File: src/hw/itp_pkg.sv
// package: constants, register layout and carrier types for the pwm/relay stage
package itp_pkg;
  // clock and modulator tick
  localparam int CLK_MHZ = 125;
  localparam int TICK_US = 50;
  localparam int TICK_CYC = TICK_US * CLK_MHZ;
  // frame layout in ticks (2048-tick frame, 102.4 ms)
  localparam int DUTY_BITS = 10;
  localparam logic [11:0] FRAME_TICKS = 12'h0800;
  localparam logic [11:0] LEAD_TICKS = 12'h0100;
  localparam logic [11:0] DATA_TICKS = 12'h0400;
  localparam logic [11:0] ERR_TICKS = 12'h0200;
  // temperature register layout
  localparam int DATA_MSB = 15;
  localparam int DATA_LSB = 4;
  localparam int OVH_BIT = 3;
  localparam int OVL_BIT = 2;
  localparam int FE_BIT = 1;
  localparam logic [11:0] CODE_MIN = 12'h000;
  localparam logic [11:0] CODE_MAX = 12'hFFF;
  // avalon register offsets (byte addresses)
  localparam logic [7:0] OFS_CTRL = 8'h00;
  localparam logic [7:0] OFS_THRESH = 8'h04;
  localparam logic [7:0] OFS_HYST = 8'h08;
  localparam logic [7:0] OFS_OBJ = 8'h0C;
  localparam logic [7:0] OFS_AMB = 8'h10;
  localparam logic [7:0] OFS_STAT = 8'h14;
  // ctrl bits and reset values
  localparam int CTRL_SRC_BIT = 0;
  localparam int CTRL_POL_BIT = 1;
  localparam logic [1:0] CTRL_RST = 2'h0;
  localparam logic [11:0] THRESH_RST = 12'h0D24;
  localparam logic [11:0] HYST_RST = 12'h0092;
  localparam logic [31:0] UNMAPPED_RD = 32'h0000_0000;

  // raw sample from linearisation chain
  typedef struct packed {
    logic [11:0] code;
    logic below;
    logic above;
  } itp_raw_t;

  // conditioned temperature word
  typedef struct packed {
    logic [11:0] code;
    logic ambient_overflow_flag;
    logic ambient_underflow_flag;
    logic fe;
  } itp_temp_t;

  function automatic logic [15:0] pack_reg(input itp_temp_t t);
    pack_reg = {t.code, t.ambient_overflow_flag, t.ambient_underflow_flag, t.fe, 1'b0};
  endfunction
endpackage

File: src/hw/itp_pwm_frame.sv
// one pwm frame generator: lead, high, low, trail, error pattern
`timescale 1ns/1ps
module itp_pwm_frame (
  // clock and reset
  input wire logic ref_clk,
  input wire logic rstn,
  // tick and data
  input wire logic tick,
  input wire logic [11:0] code,
  input wire logic err,
  // output
  output logic pwm_out
);
  logic [11:0] cnt_r, cnt_nxt;
  logic [9:0] high_r, high_nxt;
  logic err_r, err_nxt;
  logic pwm_r, pwm_nxt;
  logic [11:0] high_end;

  assign high_end = itp_pkg::LEAD_TICKS + {2'b00, high_r};
  assign pwm_out = pwm_r;

  // frame counter; high time latched at frame start
  always_comb begin
    cnt_nxt = cnt_r;
    high_nxt = high_r;
    err_nxt = err_r;
    pwm_nxt = pwm_r;
    if (tick) begin
      if (cnt_r == itp_pkg::FRAME_TICKS - 12'h001) begin
        cnt_nxt = 12'h000;
        high_nxt = code[11:2];
        err_nxt = err;
      end else begin
        cnt_nxt = cnt_r + 12'h001;
      end
    end
    // waveform by phase
    if (err_r) begin
      pwm_nxt = (cnt_r >= itp_pkg::LEAD_TICKS) &&
                (cnt_r < itp_pkg::LEAD_TICKS + itp_pkg::ERR_TICKS);
    end else if (cnt_r < itp_pkg::LEAD_TICKS) begin
      pwm_nxt = 1'b0;
    end else if (cnt_r < high_end) begin
      pwm_nxt = 1'b1;
    end else begin
      pwm_nxt = 1'b0;
    end
  end

  always_ff @(posedge ref_clk or negedge rstn) begin
    if (!rstn) begin
      cnt_r <= 12'h000;
      high_r <= 10'h000;
      err_r <= 1'b0;
      pwm_r <= 1'b0;
    end else begin
      cnt_r <= cnt_nxt;
      high_r <= high_nxt;
      err_r <= err_nxt;
      pwm_r <= pwm_nxt;
    end
  end

  // no high time in the leading buffer
  property p_lead_low;
    @(posedge ref_clk) disable iff (!rstn)
      (cnt_r < itp_pkg::LEAD_TICKS) |=> !pwm_r;
  endproperty
  a_lead_low: assert property (p_lead_low)
    else $error("pwm high in leading buffer");

  // data high never reaches the trailing part of the frame
  property p_trail_low;
    @(posedge ref_clk) disable iff (!rstn)
      (!err_r && cnt_r >= itp_pkg::LEAD_TICKS + itp_pkg::DATA_TICKS)
      |=> !pwm_r;
  endproperty
  a_trail_low: assert property (p_trail_low)
    else $error("pwm high after data portion");

  c_high: cover property (@(posedge ref_clk) disable iff (!rstn)
    $rose(pwm_r));
endmodule

File: src/hw/itp_relay_cmp.sv
// relay comparator with hysteresis; polarity is applied in itp_top
`timescale 1ns/1ps
module itp_relay_cmp (
  // clock and reset
  input wire logic ref_clk,
  input wire logic rstn,
  // settings
  input wire logic [11:0] temp,
  input wire logic [11:0] thresh,
  input wire logic [11:0] hyst,
  // result
  output logic above
);
  logic above_r, above_nxt;
  logic [12:0] lo;

  assign lo = {1'b0, thresh} - {1'b0, hyst};
  assign above = above_r;

  // above sets over threshold, clears below threshold minus hysteresis, or at or below threshold when hysteresis exceeds it
  always_comb begin
    above_nxt = above_r;
    if (temp > thresh) begin
      above_nxt = 1'b1;
    end else if (lo[12] || {1'b0, temp} < lo) begin
      above_nxt = 1'b0;
    end
  end

  always_ff @(posedge ref_clk or negedge rstn) begin
    if (!rstn) begin
      above_r <= 1'b0;
    end else begin
      above_r <= above_nxt;
    end
  end
endmodule

File: src/hw/itp_top.sv
// pwm temperature outputs, relay comparator and avalon registers
// What this block does
// - 10-bit modulator on 50 us tick
// - 12.5 percent leading buffer each frame
// - 37.5 percent trailing buffer each frame
// - high portion 0 to 50 percent
// - ambient pin duty linear in ambient
// - 12-bit digital magnitude comparator
// - polarity resets to inverting
// - inverting: relay off above threshold
// - non-inverting: relay on above threshold
// - threshold held in writable configuration
// - hysteresis around threshold, preset 95/5
// - object out of range clamps 000/FFF
// - ambient register updates despite object range
// - ambient out of range clamps, sets flag
// - bit 3 overflow flag, data all ones
// - bit 2 underflow, bit 1 fatal, bit 0 zero
`timescale 1ns/1ps
module itp_top #(
  parameter int TICK_CYCLES = itp_pkg::TICK_CYC
) (
  // clock and reset
  input wire logic ref_clk,
  input wire logic rstn,
  // avalon-mm slave
  input wire logic [7:0] avs_address,
  input wire logic avs_read,
  input wire logic avs_write,
  input wire logic [31:0] avs_writedata,
  input wire logic [3:0] avs_byteenable,
  output logic [31:0] avs_readdata,
  output logic avs_waitrequest,
  // samples from the linearisation chain
  input wire logic obj_valid,
  input wire itp_pkg::itp_raw_t obj_raw,
  input wire itp_pkg::itp_raw_t amb_raw,
  input wire logic nvm_fatal,
  // output pins
  output logic obj_pwm_out,
  output logic amb_pwm_out,
  output logic relay_driver_out,
  output logic relay_driver_oe_n
);
  // tick divider
  logic [15:0] tick_cnt_r, tick_cnt_nxt;
  logic tick_r, tick_nxt;
  // configuration
  logic src_amb_r, src_amb_nxt;
  logic noninv_r, noninv_nxt;
  logic [11:0] thresh_r, thresh_nxt;
  logic [11:0] hyst_r, hyst_nxt;
  // temperature registers
  itp_pkg::itp_temp_t obj_r, obj_nxt, amb_r, amb_nxt;
  // bus
  logic ack_r, ack_nxt;
  logic wait_r, wait_nxt;
  logic [31:0] rd_r, rd_nxt;
  // relay
  logic rel_on_r, rel_on_nxt;
  logic above;
  logic pwm_obj, pwm_amb;

  // tick generator, about 50 us
  always_comb begin
    tick_nxt = 1'b0;
    tick_cnt_nxt = tick_cnt_r + 16'h0001;
    if (tick_cnt_r == 16'(TICK_CYCLES - 1)) begin
      tick_cnt_nxt = 16'h0000;
      tick_nxt = 1'b1;
    end
  end

  always_ff @(posedge ref_clk or negedge rstn) begin
    if (!rstn) begin
      tick_cnt_r <= 16'h0000;
      tick_r <= 1'b0;
    end else begin
      tick_cnt_r <= tick_cnt_nxt;
      tick_r <= tick_nxt;
    end
  end

  // temperature conditioning: clamps and flags
  always_comb begin
    obj_nxt = obj_r;
    amb_nxt = amb_r;
    if (obj_valid) begin
      amb_nxt.code = amb_raw.code;
      amb_nxt.ambient_overflow_flag = amb_raw.above;
      amb_nxt.ambient_underflow_flag = amb_raw.below;
      amb_nxt.fe = nvm_fatal;
      if (amb_raw.above) begin
        amb_nxt.code = itp_pkg::CODE_MAX;
      end else if (amb_raw.below) begin
        amb_nxt.code = itp_pkg::CODE_MIN;
      end
      obj_nxt.ambient_overflow_flag = amb_raw.above;
      obj_nxt.ambient_underflow_flag = amb_raw.below;
      obj_nxt.fe = nvm_fatal;
      if (amb_raw.above) begin
        obj_nxt.code = itp_pkg::CODE_MAX;
      end else if (amb_raw.below) begin
        obj_nxt.code = itp_pkg::CODE_MIN;
      end else if (obj_raw.above) begin
        obj_nxt.code = itp_pkg::CODE_MAX;
      end else if (obj_raw.below) begin
        obj_nxt.code = itp_pkg::CODE_MIN;
      end else begin
        obj_nxt.code = obj_raw.code;
      end
    end
  end

  always_ff @(posedge ref_clk or negedge rstn) begin
    if (!rstn) begin
      obj_r <= '0;
      amb_r <= '0;
    end else begin
      obj_r <= obj_nxt;
      amb_r <= amb_nxt;
    end
  end

  // avalon slave: one wait cycle, then answer
  always_comb begin
    src_amb_nxt = src_amb_r;
    noninv_nxt = noninv_r;
    thresh_nxt = thresh_r;
    hyst_nxt = hyst_r;
    ack_nxt = (avs_read | avs_write) & ~ack_r;
    wait_nxt = ~ack_nxt; // waitrequest kept in its own flop
    rd_nxt = rd_r;
    if (avs_write && !ack_r && avs_byteenable[0]) begin
      unique case (avs_address)
        itp_pkg::OFS_CTRL: begin
          src_amb_nxt = avs_writedata[itp_pkg::CTRL_SRC_BIT];
          noninv_nxt = avs_writedata[itp_pkg::CTRL_POL_BIT];
        end
        itp_pkg::OFS_THRESH: begin
          thresh_nxt[7:0] = avs_writedata[7:0];
        end
        itp_pkg::OFS_HYST: begin
          hyst_nxt[7:0] = avs_writedata[7:0];
        end
        default: begin
        end
      endcase
    end
    if (avs_write && !ack_r && avs_byteenable[1]) begin
      if (avs_address == itp_pkg::OFS_THRESH) begin
        thresh_nxt[11:8] = avs_writedata[11:8];
      end
      if (avs_address == itp_pkg::OFS_HYST) begin
        hyst_nxt[11:8] = avs_writedata[11:8];
      end
    end
    if (avs_read && !ack_r) begin
      unique case (avs_address)
        itp_pkg::OFS_CTRL: rd_nxt = {30'h0, noninv_r, src_amb_r};
        itp_pkg::OFS_THRESH: rd_nxt = {20'h0_0000, thresh_r};
        itp_pkg::OFS_HYST: rd_nxt = {20'h0_0000, hyst_r};
        itp_pkg::OFS_OBJ: rd_nxt = {16'h0000, itp_pkg::pack_reg(obj_r)};
        itp_pkg::OFS_AMB: rd_nxt = {16'h0000, itp_pkg::pack_reg(amb_r)};
        itp_pkg::OFS_STAT: rd_nxt = {31'h0, rel_on_r};
        default: rd_nxt = itp_pkg::UNMAPPED_RD;
      endcase
    end
  end

  always_ff @(posedge ref_clk or negedge rstn) begin
    if (!rstn) begin
      src_amb_r <= itp_pkg::CTRL_RST[itp_pkg::CTRL_SRC_BIT];
      noninv_r <= itp_pkg::CTRL_RST[itp_pkg::CTRL_POL_BIT];
      thresh_r <= itp_pkg::THRESH_RST;
      hyst_r <= itp_pkg::HYST_RST;
      ack_r <= 1'b0;
      wait_r <= 1'b1;
      rd_r <= 32'h0000_0000;
    end else begin
      src_amb_r <= src_amb_nxt;
      noninv_r <= noninv_nxt;
      thresh_r <= thresh_nxt;
      hyst_r <= hyst_nxt;
      ack_r <= ack_nxt;
      wait_r <= wait_nxt;
      rd_r <= rd_nxt;
    end
  end

  assign avs_waitrequest = wait_r;
  assign avs_readdata = rd_r;

  // comparator on the selected source
  itp_relay_cmp u_cmp (
    .ref_clk(ref_clk),
    .rstn(rstn),
    .temp(src_amb_r ? amb_r.code : obj_r.code),
    .thresh(thresh_r),
    .hyst(hyst_r),
    .above(above)
  );

  // relay drive by polarity
  always_comb begin
    rel_on_nxt = noninv_r ? above : ~above;
  end

  always_ff @(posedge ref_clk or negedge rstn) begin
    if (!rstn) begin
      rel_on_r <= 1'b0;
    end else begin
      rel_on_r <= rel_on_nxt;
    end
  end

  // open drain: low output, enable low while sinking
  assign relay_driver_out = 1'b0;
  assign relay_driver_oe_n = ~rel_on_r;

  // pwm outputs
  itp_pwm_frame u_obj (
    .ref_clk(ref_clk),
    .rstn(rstn),
    .tick(tick_r),
    .code(obj_r.code),
    .err(obj_r.fe),
    .pwm_out(pwm_obj)
  );

  itp_pwm_frame u_amb (
    .ref_clk(ref_clk),
    .rstn(rstn),
    .tick(tick_r),
    .code(amb_r.code),
    .err(amb_r.fe),
    .pwm_out(pwm_amb)
  );

  assign obj_pwm_out = pwm_obj;
  assign amb_pwm_out = pwm_amb;

  property p_inv_off;
    @(posedge ref_clk) disable iff (!rstn)
      (!noninv_r && above) |=> !rel_on_r;
  endproperty
  a_inv_off: assert property (p_inv_off) else $error("relay on");

  property p_noninv_on;
    @(posedge ref_clk) disable iff (!rstn)
      (noninv_r && above) |=> rel_on_r;
  endproperty
  a_noninv_on: assert property (p_noninv_on)
    else $error("relay off");

  property p_ovh_clamp;
    @(posedge ref_clk) disable iff (!rstn)
      obj_r.ambient_overflow_flag |-> obj_r.code == itp_pkg::CODE_MAX;
  endproperty
  a_ovh_clamp: assert property (p_ovh_clamp)
    else $error("overflow not clamped");

  property p_ovl_clamp;
    @(posedge ref_clk) disable iff (!rstn)
      obj_r.ambient_underflow_flag |-> obj_r.code == itp_pkg::CODE_MIN;
  endproperty
  a_ovl_clamp: assert property (p_ovl_clamp)
    else $error("underflow not clamped");

  // ambient word clamps with its own flags as well
  property p_amb_ovh;
    @(posedge ref_clk) disable iff (!rstn)
      amb_r.ambient_overflow_flag |-> amb_r.code == itp_pkg::CODE_MAX;
  endproperty
  a_amb_ovh: assert property (p_amb_ovh)
    else $error("ambient overflow not clamped");

  property p_amb_ovl;
    @(posedge ref_clk) disable iff (!rstn)
      amb_r.ambient_underflow_flag |-> amb_r.code == itp_pkg::CODE_MIN;
  endproperty
  a_amb_ovl: assert property (p_amb_ovl)
    else $error("ambient underflow not clamped");

  property p_ack;
    @(posedge ref_clk) disable iff (!rstn)
      (avs_read && avs_waitrequest) |=> !avs_waitrequest;
  endproperty
  a_ack: assert property (p_ack) else $error("no bus answer");

  property p_wr_thresh;
    @(posedge ref_clk) disable iff (!rstn)
      (avs_write && !ack_r && avs_address == itp_pkg::OFS_THRESH &&
       avs_byteenable[1:0] == 2'b11) |=> thresh_r == $past(avs_writedata[11:0]);
  endproperty
  a_wr_thresh: assert property (p_wr_thresh)
    else $error("threshold not stored");

  c_relay_on: cover property (@(posedge ref_clk) $rose(rel_on_r));
  c_ovh: cover property (@(posedge ref_clk) obj_r.ambient_overflow_flag);
  c_rd: cover property (@(posedge ref_clk) avs_read && !avs_waitrequest);
endmodule

File: config.mk
export PLATFORM = sky130hd
export DESIGN_NAME = itp_top
export DESIGN_NICKNAME = d
export VERILOG_FILES = /design/src/hw/itp_pkg.sv /design/src/hw/itp_pwm_frame.sv /design/src/hw/itp_relay_cmp.sv /design/src/hw/itp_top.sv
export SDC_FILE = /design/constraint.sdc
export NUM_CORES = 1
export LEC_CHECK = 0
export BUFFER_PORTS_ARGS = -buffer_cell sky130_fd_sc_hd__buf_4
export CAP_MARGIN = 20
export CORE_UTILIZATION = 30
export CTS_CLUSTER_DIAMETER = 120
export DETAILED_ROUTE_END_ITERATION = 6
export PLACE_DENSITY = 0.58
export SYNTH_ARGS = -nofsm -noshare
export SYNTH_HDL_FRONTEND = slang
export SYNTH_SLANG_ARGS = --single-unit
File: constraint.sdc
create_clock -name ref_clk -period 3.3 [get_ports ref_clk]
set_clock_uncertainty 0.15 [all_clocks]
set_input_delay 0.495 -clock ref_clk [delete_from_list [all_inputs] [get_ports ref_clk]]
set_output_delay 0.495 -clock ref_clk [all_outputs]
set_load 0.02 [all_outputs]
== Word level (Yosys, flattened, before mapping) ==
Cells that the tools add are included.

* Flip-flop bits (word level): 154
* Latch bits: 0
* Bits in writable memories: 0
* Bits in read-only memories: 0
* Input port bits: 78
* Output and inout port bits: 37
* Word-level logic and storage cells: 94
* Memories: 0

* $add $sub $neg: 6
* $mul: 0
* Divide/modulo/power cells: 0
* Magnitude comparators: 10
* Equality and inequality tests: 8
* Shifts and indexed selects: 0
* Mux-type cells: 21
* Bitwise operators: 6
* Reductions and logical operators: 17

{| class="wikitable"
|+ Operators with widths
! kind !! number
|-
| $mux 12 || 9
|-
| $pmux 16 s6 || 1
|-
| $add 12x1->12 const B || 2
|-
| $eq 12x11->1 const B || 2
|-
| $ge 12x9->1 const B || 2
|-
| $lt 12x10->1 const B || 2
|-
| $lt 12x12->1 || 2
|-
| $lt 12x9->1 const B || 2
|-
| $add 9x10->11 const A || 2
|-
| $add 16x1->16 const B || 1
|-
| $eq 16x13->1 const B || 1
|-
| $eq 8x4->1 const B || 2
|-
| $eq 8x5->1 const B || 2
|-
| $mux 16 || 1
|-
| $reduce_and 2->1 || 7
|-
| $lt 12x13->1 || 1
|-
| $sub 12x12->13 || 1
|-
| $gt 12x12->1 || 1
|-
| $mux 1 || 10
|-
| $eq 8x3->1 const B || 1
|-
| $logic_not 8->1 || 1
|-
| $logic_and 1x1->1 || 6
|-
| $not 1->1 || 4
|-
| $reduce_bool 2->1 || 1
|-
| other kinds (4) || 4
|}

== Longest topological paths before layout ==
* Depth after elaboration: 5
* Mapped depth: 15
* Depth with buffers taken out: 15

== By module ==
A second synthesis with hierarchy kept.

* Cells, all modules: 837
* Area, all modules: 8436.8 um^2

{| class="wikitable"
|+ By module, submodules not included
! module !! times used !! cells an instance !! area an instance (um^2) !! sequential area each (um^2)
|-
| itp_top || 1 || 420 || 4366.7 || 2238.4
|-
| itp_pwm_frame || 2 || 126 || 1398.8 || 600.6
|-
| itp_relay_cmp || 1 || 165 || 1272.5 || 25.0
|}

== Worst setup path before layout ==
OpenSTA, ideal clock, no wires.

* Path type: register -> register
* Start point: reg hyst_r[1]
* End point: reg u_cmp.above_r, in the netlist u_cmp.above
* Library setup time: 0.128 ns
* Arrival time: 2.706 ns
* Data required time: 3.022 ns
* Setup slack: 0.316 ns
* Cell stages (with the launch flop): 15
* Path buffers: 0
* Period minus slack after synthesis: 2.984 ns
* Path through: dfstp_2 inv_1 ha_1 nor2b_1 o31ai_1 a21oi_1 nor2_1 xnor2_1 ha_1 a21oi_1 nand2_1 a211oi_1 a21oi_1 o31ai_1 o2bb2ai_1

* Word-level cells in the longest chain between the ends: 4

{| class="wikitable"
|+ RTL lines
! what !! line !! RTL
|-
| start, declared || itp_top.sv:52 || <nowiki>logic [11:0] hyst_r, hyst_nxt;</nowiki>
|-
| start signal, assigned || itp_top.sv:176 || <nowiki>hyst_r <= itp_pkg::HYST_RST;</nowiki>
|-
| start signal, assigned || itp_top.sv:184 || <nowiki>hyst_r <= hyst_nxt;</nowiki>
|-
| $sub 12x12->13 (*) || itp_relay_cmp.sv:17 || <nowiki>assign lo = {1'b0, thresh} - {1'b0, hyst};</nowiki>
|-
| $lt 12x13->1 || itp_relay_cmp.sv:25 || <nowiki>end else if (lo[12] || {1'b0, temp} < lo) begin</nowiki>
|-
| $logic_or 1x1->1 (*) || itp_relay_cmp.sv:25 ||
|-
| $reduce_bool 2->1 (no line) (*) || - ||
|-
| end signal, assigned || itp_relay_cmp.sv:34 || <nowiki>above_r <= above_nxt;</nowiki>
|-
| end, declared || itp_relay_cmp.sv:14 || <nowiki>logic above_r, above_nxt;</nowiki>
|}

Every way passes the cells marked *; elsewhere a longest branch is shown, timed or not.
A chain may end at the register's enable or synchronous reset.

== Final worst setup path ==
Same ends and word-level chain as after synthesis.

==> Implementation_results.wiki <==
{| class="wikitable"
! Metric !! Value
|-
| Highest clock frequency the design can meet || 313.2 MHz
|-
| Worst path required time || around 3.5 ns
|-
| Sum of negative setup slack || 0 ns
|-
| Detailed Routing Iterations Pass 1 || 7
|-
| Final core utilization || 0.3664
|-
| Mean Syn Cell Area || 9.638 um2
|-
| Final setup violation count || 0
|-
| Row count || 59
|-
| Critical Setup Path Class || reg2reg
|-
| Critical Path Sink Type || register
|-
| Status || finished with violations
|-
| Number of violations of the max-capacitance limit || 0
|-
| Buffer levels on the longest clock path || 2
|-
| Power per Cell Area || ~440 nW/um2
|-
| Placeable core region || 26210 um2
|-
| Antenna violations before repair || 0
|-
| Fraction of final layout cells with drive strength greater than 1 || 0.2174
|-
| Yosys warnings || 0
|-
| Count of nets after finishing || roughly 1000
|-
| Inserted Clock Buffers || 17
|-
| Synthesized instance count || around 840
|-
| Antenna diode instance count || 0
|-
| Most used flip-flop cell after synthesis || sky130_fd_sc_hd__dfrtp_1
|-
| Clock insertion delay at the later pin of the skew report || between 0.4 and 0.5 ns
|-
| Die Y || around 170 um
|-
| Count of antenna-violating nets left after detailed routing || 0
|-
| Worst slew pin tran || 0.6931 ns
|-
| Syn Std Cell Area || between 8000 and 9000 um2
|-
| #FFs+latches synth || 138
|-
| Number of hold-slack violations in the final timing report || 0
|-
| Iter 0 DRT Violations || approximately 400
|-
| Unique cell type count in the Yosys netlist || around 60
|-
| Hold Path Class || in2reg
|-
| Die span in x || 165.9 um
|-
| Largest fanout on the critical path || 4
|-
| Global Route Usage Sum || 0.1500
|-
| Total wirelength of the detailed-routed design || 19760 um
|-
| Detailed-route vias per instance || 4.908
|-
| Total Die Area || ~28000 um2
|-
| Clock period minus worst slack || about 3.2 ns
|-
| Pin count of the biggest net entering global routing || around 70
|-
| Lkg Pwr || 4.352 nW
|-
| Via total after detailed routing || 6159
|-
| Clock root cell || sky130_fd_sc_hd__clkbuf_16
|-
| Sequential fraction of the synthesis area || 0.4300
|-
| Chain of cells forming the critical path || inv_1 > ha_1 > nor2b_4 > o31ai_4 > a21oi_1 > nor2_1 > buf_4 > buf_4 > nor3_1 > a311oi_1 > ha_1 > nand3_1 > a21oi_1 > o31ai_1 > o2bb2ai_1
|-
| Standard cell area after detailed placement || between 8000 and 9000 um2
|-
| Clock tree from TritonCTS || built
|-
| RSZ-0062 raised after global routing || false
|-
| DRC errors left || 8
|-
| Slowest cell delay on critical path || approximately 0.55 ns
|-
| # IOs || 115
|-
| CTS H-tree lvls || 4
|-
| Number of I/O port buffers || 75
|-
| Overall overflow remaining after global route || 0
|-
| CP arrival || ~3.3 ns
|-
| Global-route wire length before repair || between 30000 and 40000 um
|-
| Average wire per standard cell || roughly 16 um
|-
| Crit-path slowest cell || sky130_fd_sc_hd__dfstp_2
|-
| Nature of the critical path startpoint || register
|-
| Post-route clock period utilization || 0.9676
|-
| Post-layout power || between 4 and 5 mW
|-
| Vias in the first global route || approximately 6000
|-
| Total number of clock tree sinks || 138
|-
| Post-route standard cell area excluding fillers || slightly below 10000 um2
|-
| Failing checks || DRC
|-
| Final RePlAce weighted congestion || ~0.90
|-
| Normalized max-slew margin || 0.5379
|-
| Share of synthesized registers carrying an async set or reset || 1.000
|-
| Clock edge transition at the registers on the reported setup and hold paths || ~0.060 ns
|-
| Layout area overhead || 19.18%
|-
| Pins Over Slew Limit || 0
|-
| Initial cell density of the core || 0.3075
|-
| Largest vdd supply drop || between 0.3 and 0.4 mV
|-
| Post-synth EDFFs || 0
|-
| Dpl hpwl || 14610 um
|}
## worst max-delay path, delay by kind of cell, from the launching register on
family	cells	cell delay, ns
DFF	1	0.55
AOI/OAI and AO/OA	6	1.08
and+or+nand+nor	4	0.43
adders and majority gates	2	0.56
buffers and inverters	3	0.29
## Yosys cell counts, types with 18 or more instances
cell	n	area (um2)
sky130_fd_sc_hd__a21oi_1	65	325.3
sky130_fd_sc_hd__a22o_1	20	175.2
sky130_fd_sc_hd__ha_1	63	788.3
sky130_fd_sc_hd__nand3_1	20	100.1
sky130_fd_sc_hd__buf_4	18	135.1
sky130_fd_sc_hd__clkbuf_1	26	97.59
sky130_fd_sc_hd__xnor2_1	20	175.2
sky130_fd_sc_hd__nand2_1	66	247.7
sky130_fd_sc_hd__xor2_1	20	175.2
sky130_fd_sc_hd__nor2_1	90	337.8
sky130_fd_sc_hd__inv_1	55	206.5
sky130_fd_sc_hd__mux2_2	48	540.5
sky130_fd_sc_hd__dfrtp_1	129	3228
sky130_fd_sc_hd__o21ai_0	53	265.3
## cells by family (layout without fill, tap and decap cells)
kind of cell,after synthesis,in the layout,synth area share
AOI/OAI and AO/OA,187,187,0.1430
DFF,138,138,0.4300
xor gates and xnor gates,40,40,0.04348
and+or+nand+nor,245,245,0.1461
adders and majority gates,64,64,0.1003
muxes,53,53,0.07609
buffers and inverters,108,176,0.06056
other,1,17,0.0004654
## final cells by class
| type | instances | area [um2] |
|---|---|---|
| flip-flops and latches | 138 | 3465 |
| multi-input cells | 606 | 4220 |
| fillers | 2637 | 16600 |
| well taps | 335 | 419.2 |
| clock inverters | 12 | 138.9 |
| inverters | 55 | 206.4 |
| repair buffers | 89 | 686.9 |
| clock buffers | 20 | 466.7 |
## layout by cell type, fill, tap and decap left out, drive strengths merged, types with 4 or more instances in the layout
cell type,netlist,final
a221oi,6,6
a21o,11,11
clkbuf,26,20
or2,4,4
conb,1,17
clkinv,0,4
nor2b,10,10
nor3,11,11
o31ai,4,4
nor2,90,90
ha,63,63
and3,9,9
buf,27,88
dfstp,9,9
nand4,13,13
xnor2,20,20
a22oi,11,11
inv,55,57
nand2b,5,5
xor2,20,20
nand2,66,66
clkinvlp,0,4
o21ai,53,53
a22o,20,20
dfrtp,129,129
a21oi,65,65
nand3,22,22
mux2,50,50
## what timing repair did
action / in CTS / in global routing
setup buffers: 0 / 3
endpoints found under the setup margin: 0 / 1
resized for setup: 0 / 12
hold buffers: 1 / 0
hold endpoints to repair: 61 / 0
## routing by layer
| layer | vias to the layer above | wire length [um] | track usage |
|---|---|---|---|
| li1 | 3042 | - | - |
| met4 | 0 | 261 | 0.05364 |
| met5 | - | 0 | 0 |
| met2 | 147 | 8517 | 0.2214 |
| met3 | 20 | 874 | 0.02979 |
| met1 | 2950 | 10110 | 0.2163 |
## worst paths after layout
path                             startpoint        endpoint  slack, ns  depth (start not counted)
max                               hyst_r[1]     u_cmp.above       0.11                         15
min                        avs_writedata[3]       hyst_r[3]       0.17                          2
max reg2reg                       hyst_r[1]     u_cmp.above       0.11                         15
min reg2reg                  tick_cnt_r[15]  tick_cnt_r[15]       0.32                          1
max in group asynchronous              rstn    thresh_r[10]       1.73                          3
min in group asynchronous              rstn        obj_r[3]       0.50                          2
## flip-flops by register name, summed over array words and instances (netlist names), 10 cells and up
signal	flops
thresh_r	12
hyst_r	12
u_amb.high_r	10
u_obj.high_r	10
amb_r	15
avs_readdata	16
tick_cnt_r	16
u_obj.cnt_r	12
obj_r	12
u_amb.cnt_r	12
## metrics by stage
stage	hold slack, ns	setup slack (ns)	cells
floorplan	0.04941	0.3163	852
detailed placement	0.3111	0.1180	1219
CTS	0.1448	0.1049	1252
global route	0.1458	0.005311	1255
finish	0.1651	0.1070	1255
global placement	0.3070	0.1383	1219
## where the power goes
| part | leakage, nW | switching [mW] | total, mW | internal, mW |
|---|---|---|---|---|
| Combinational | 2.28 | 0.289 | 0.512 | 0.223 |
| Clock | 0.285 | 0.766 | 1.95 | 1.18 |
| Sequential | 1.79 | 0.0649 | 1.81 | 1.74 |
(Power assumes the default switching activity.)
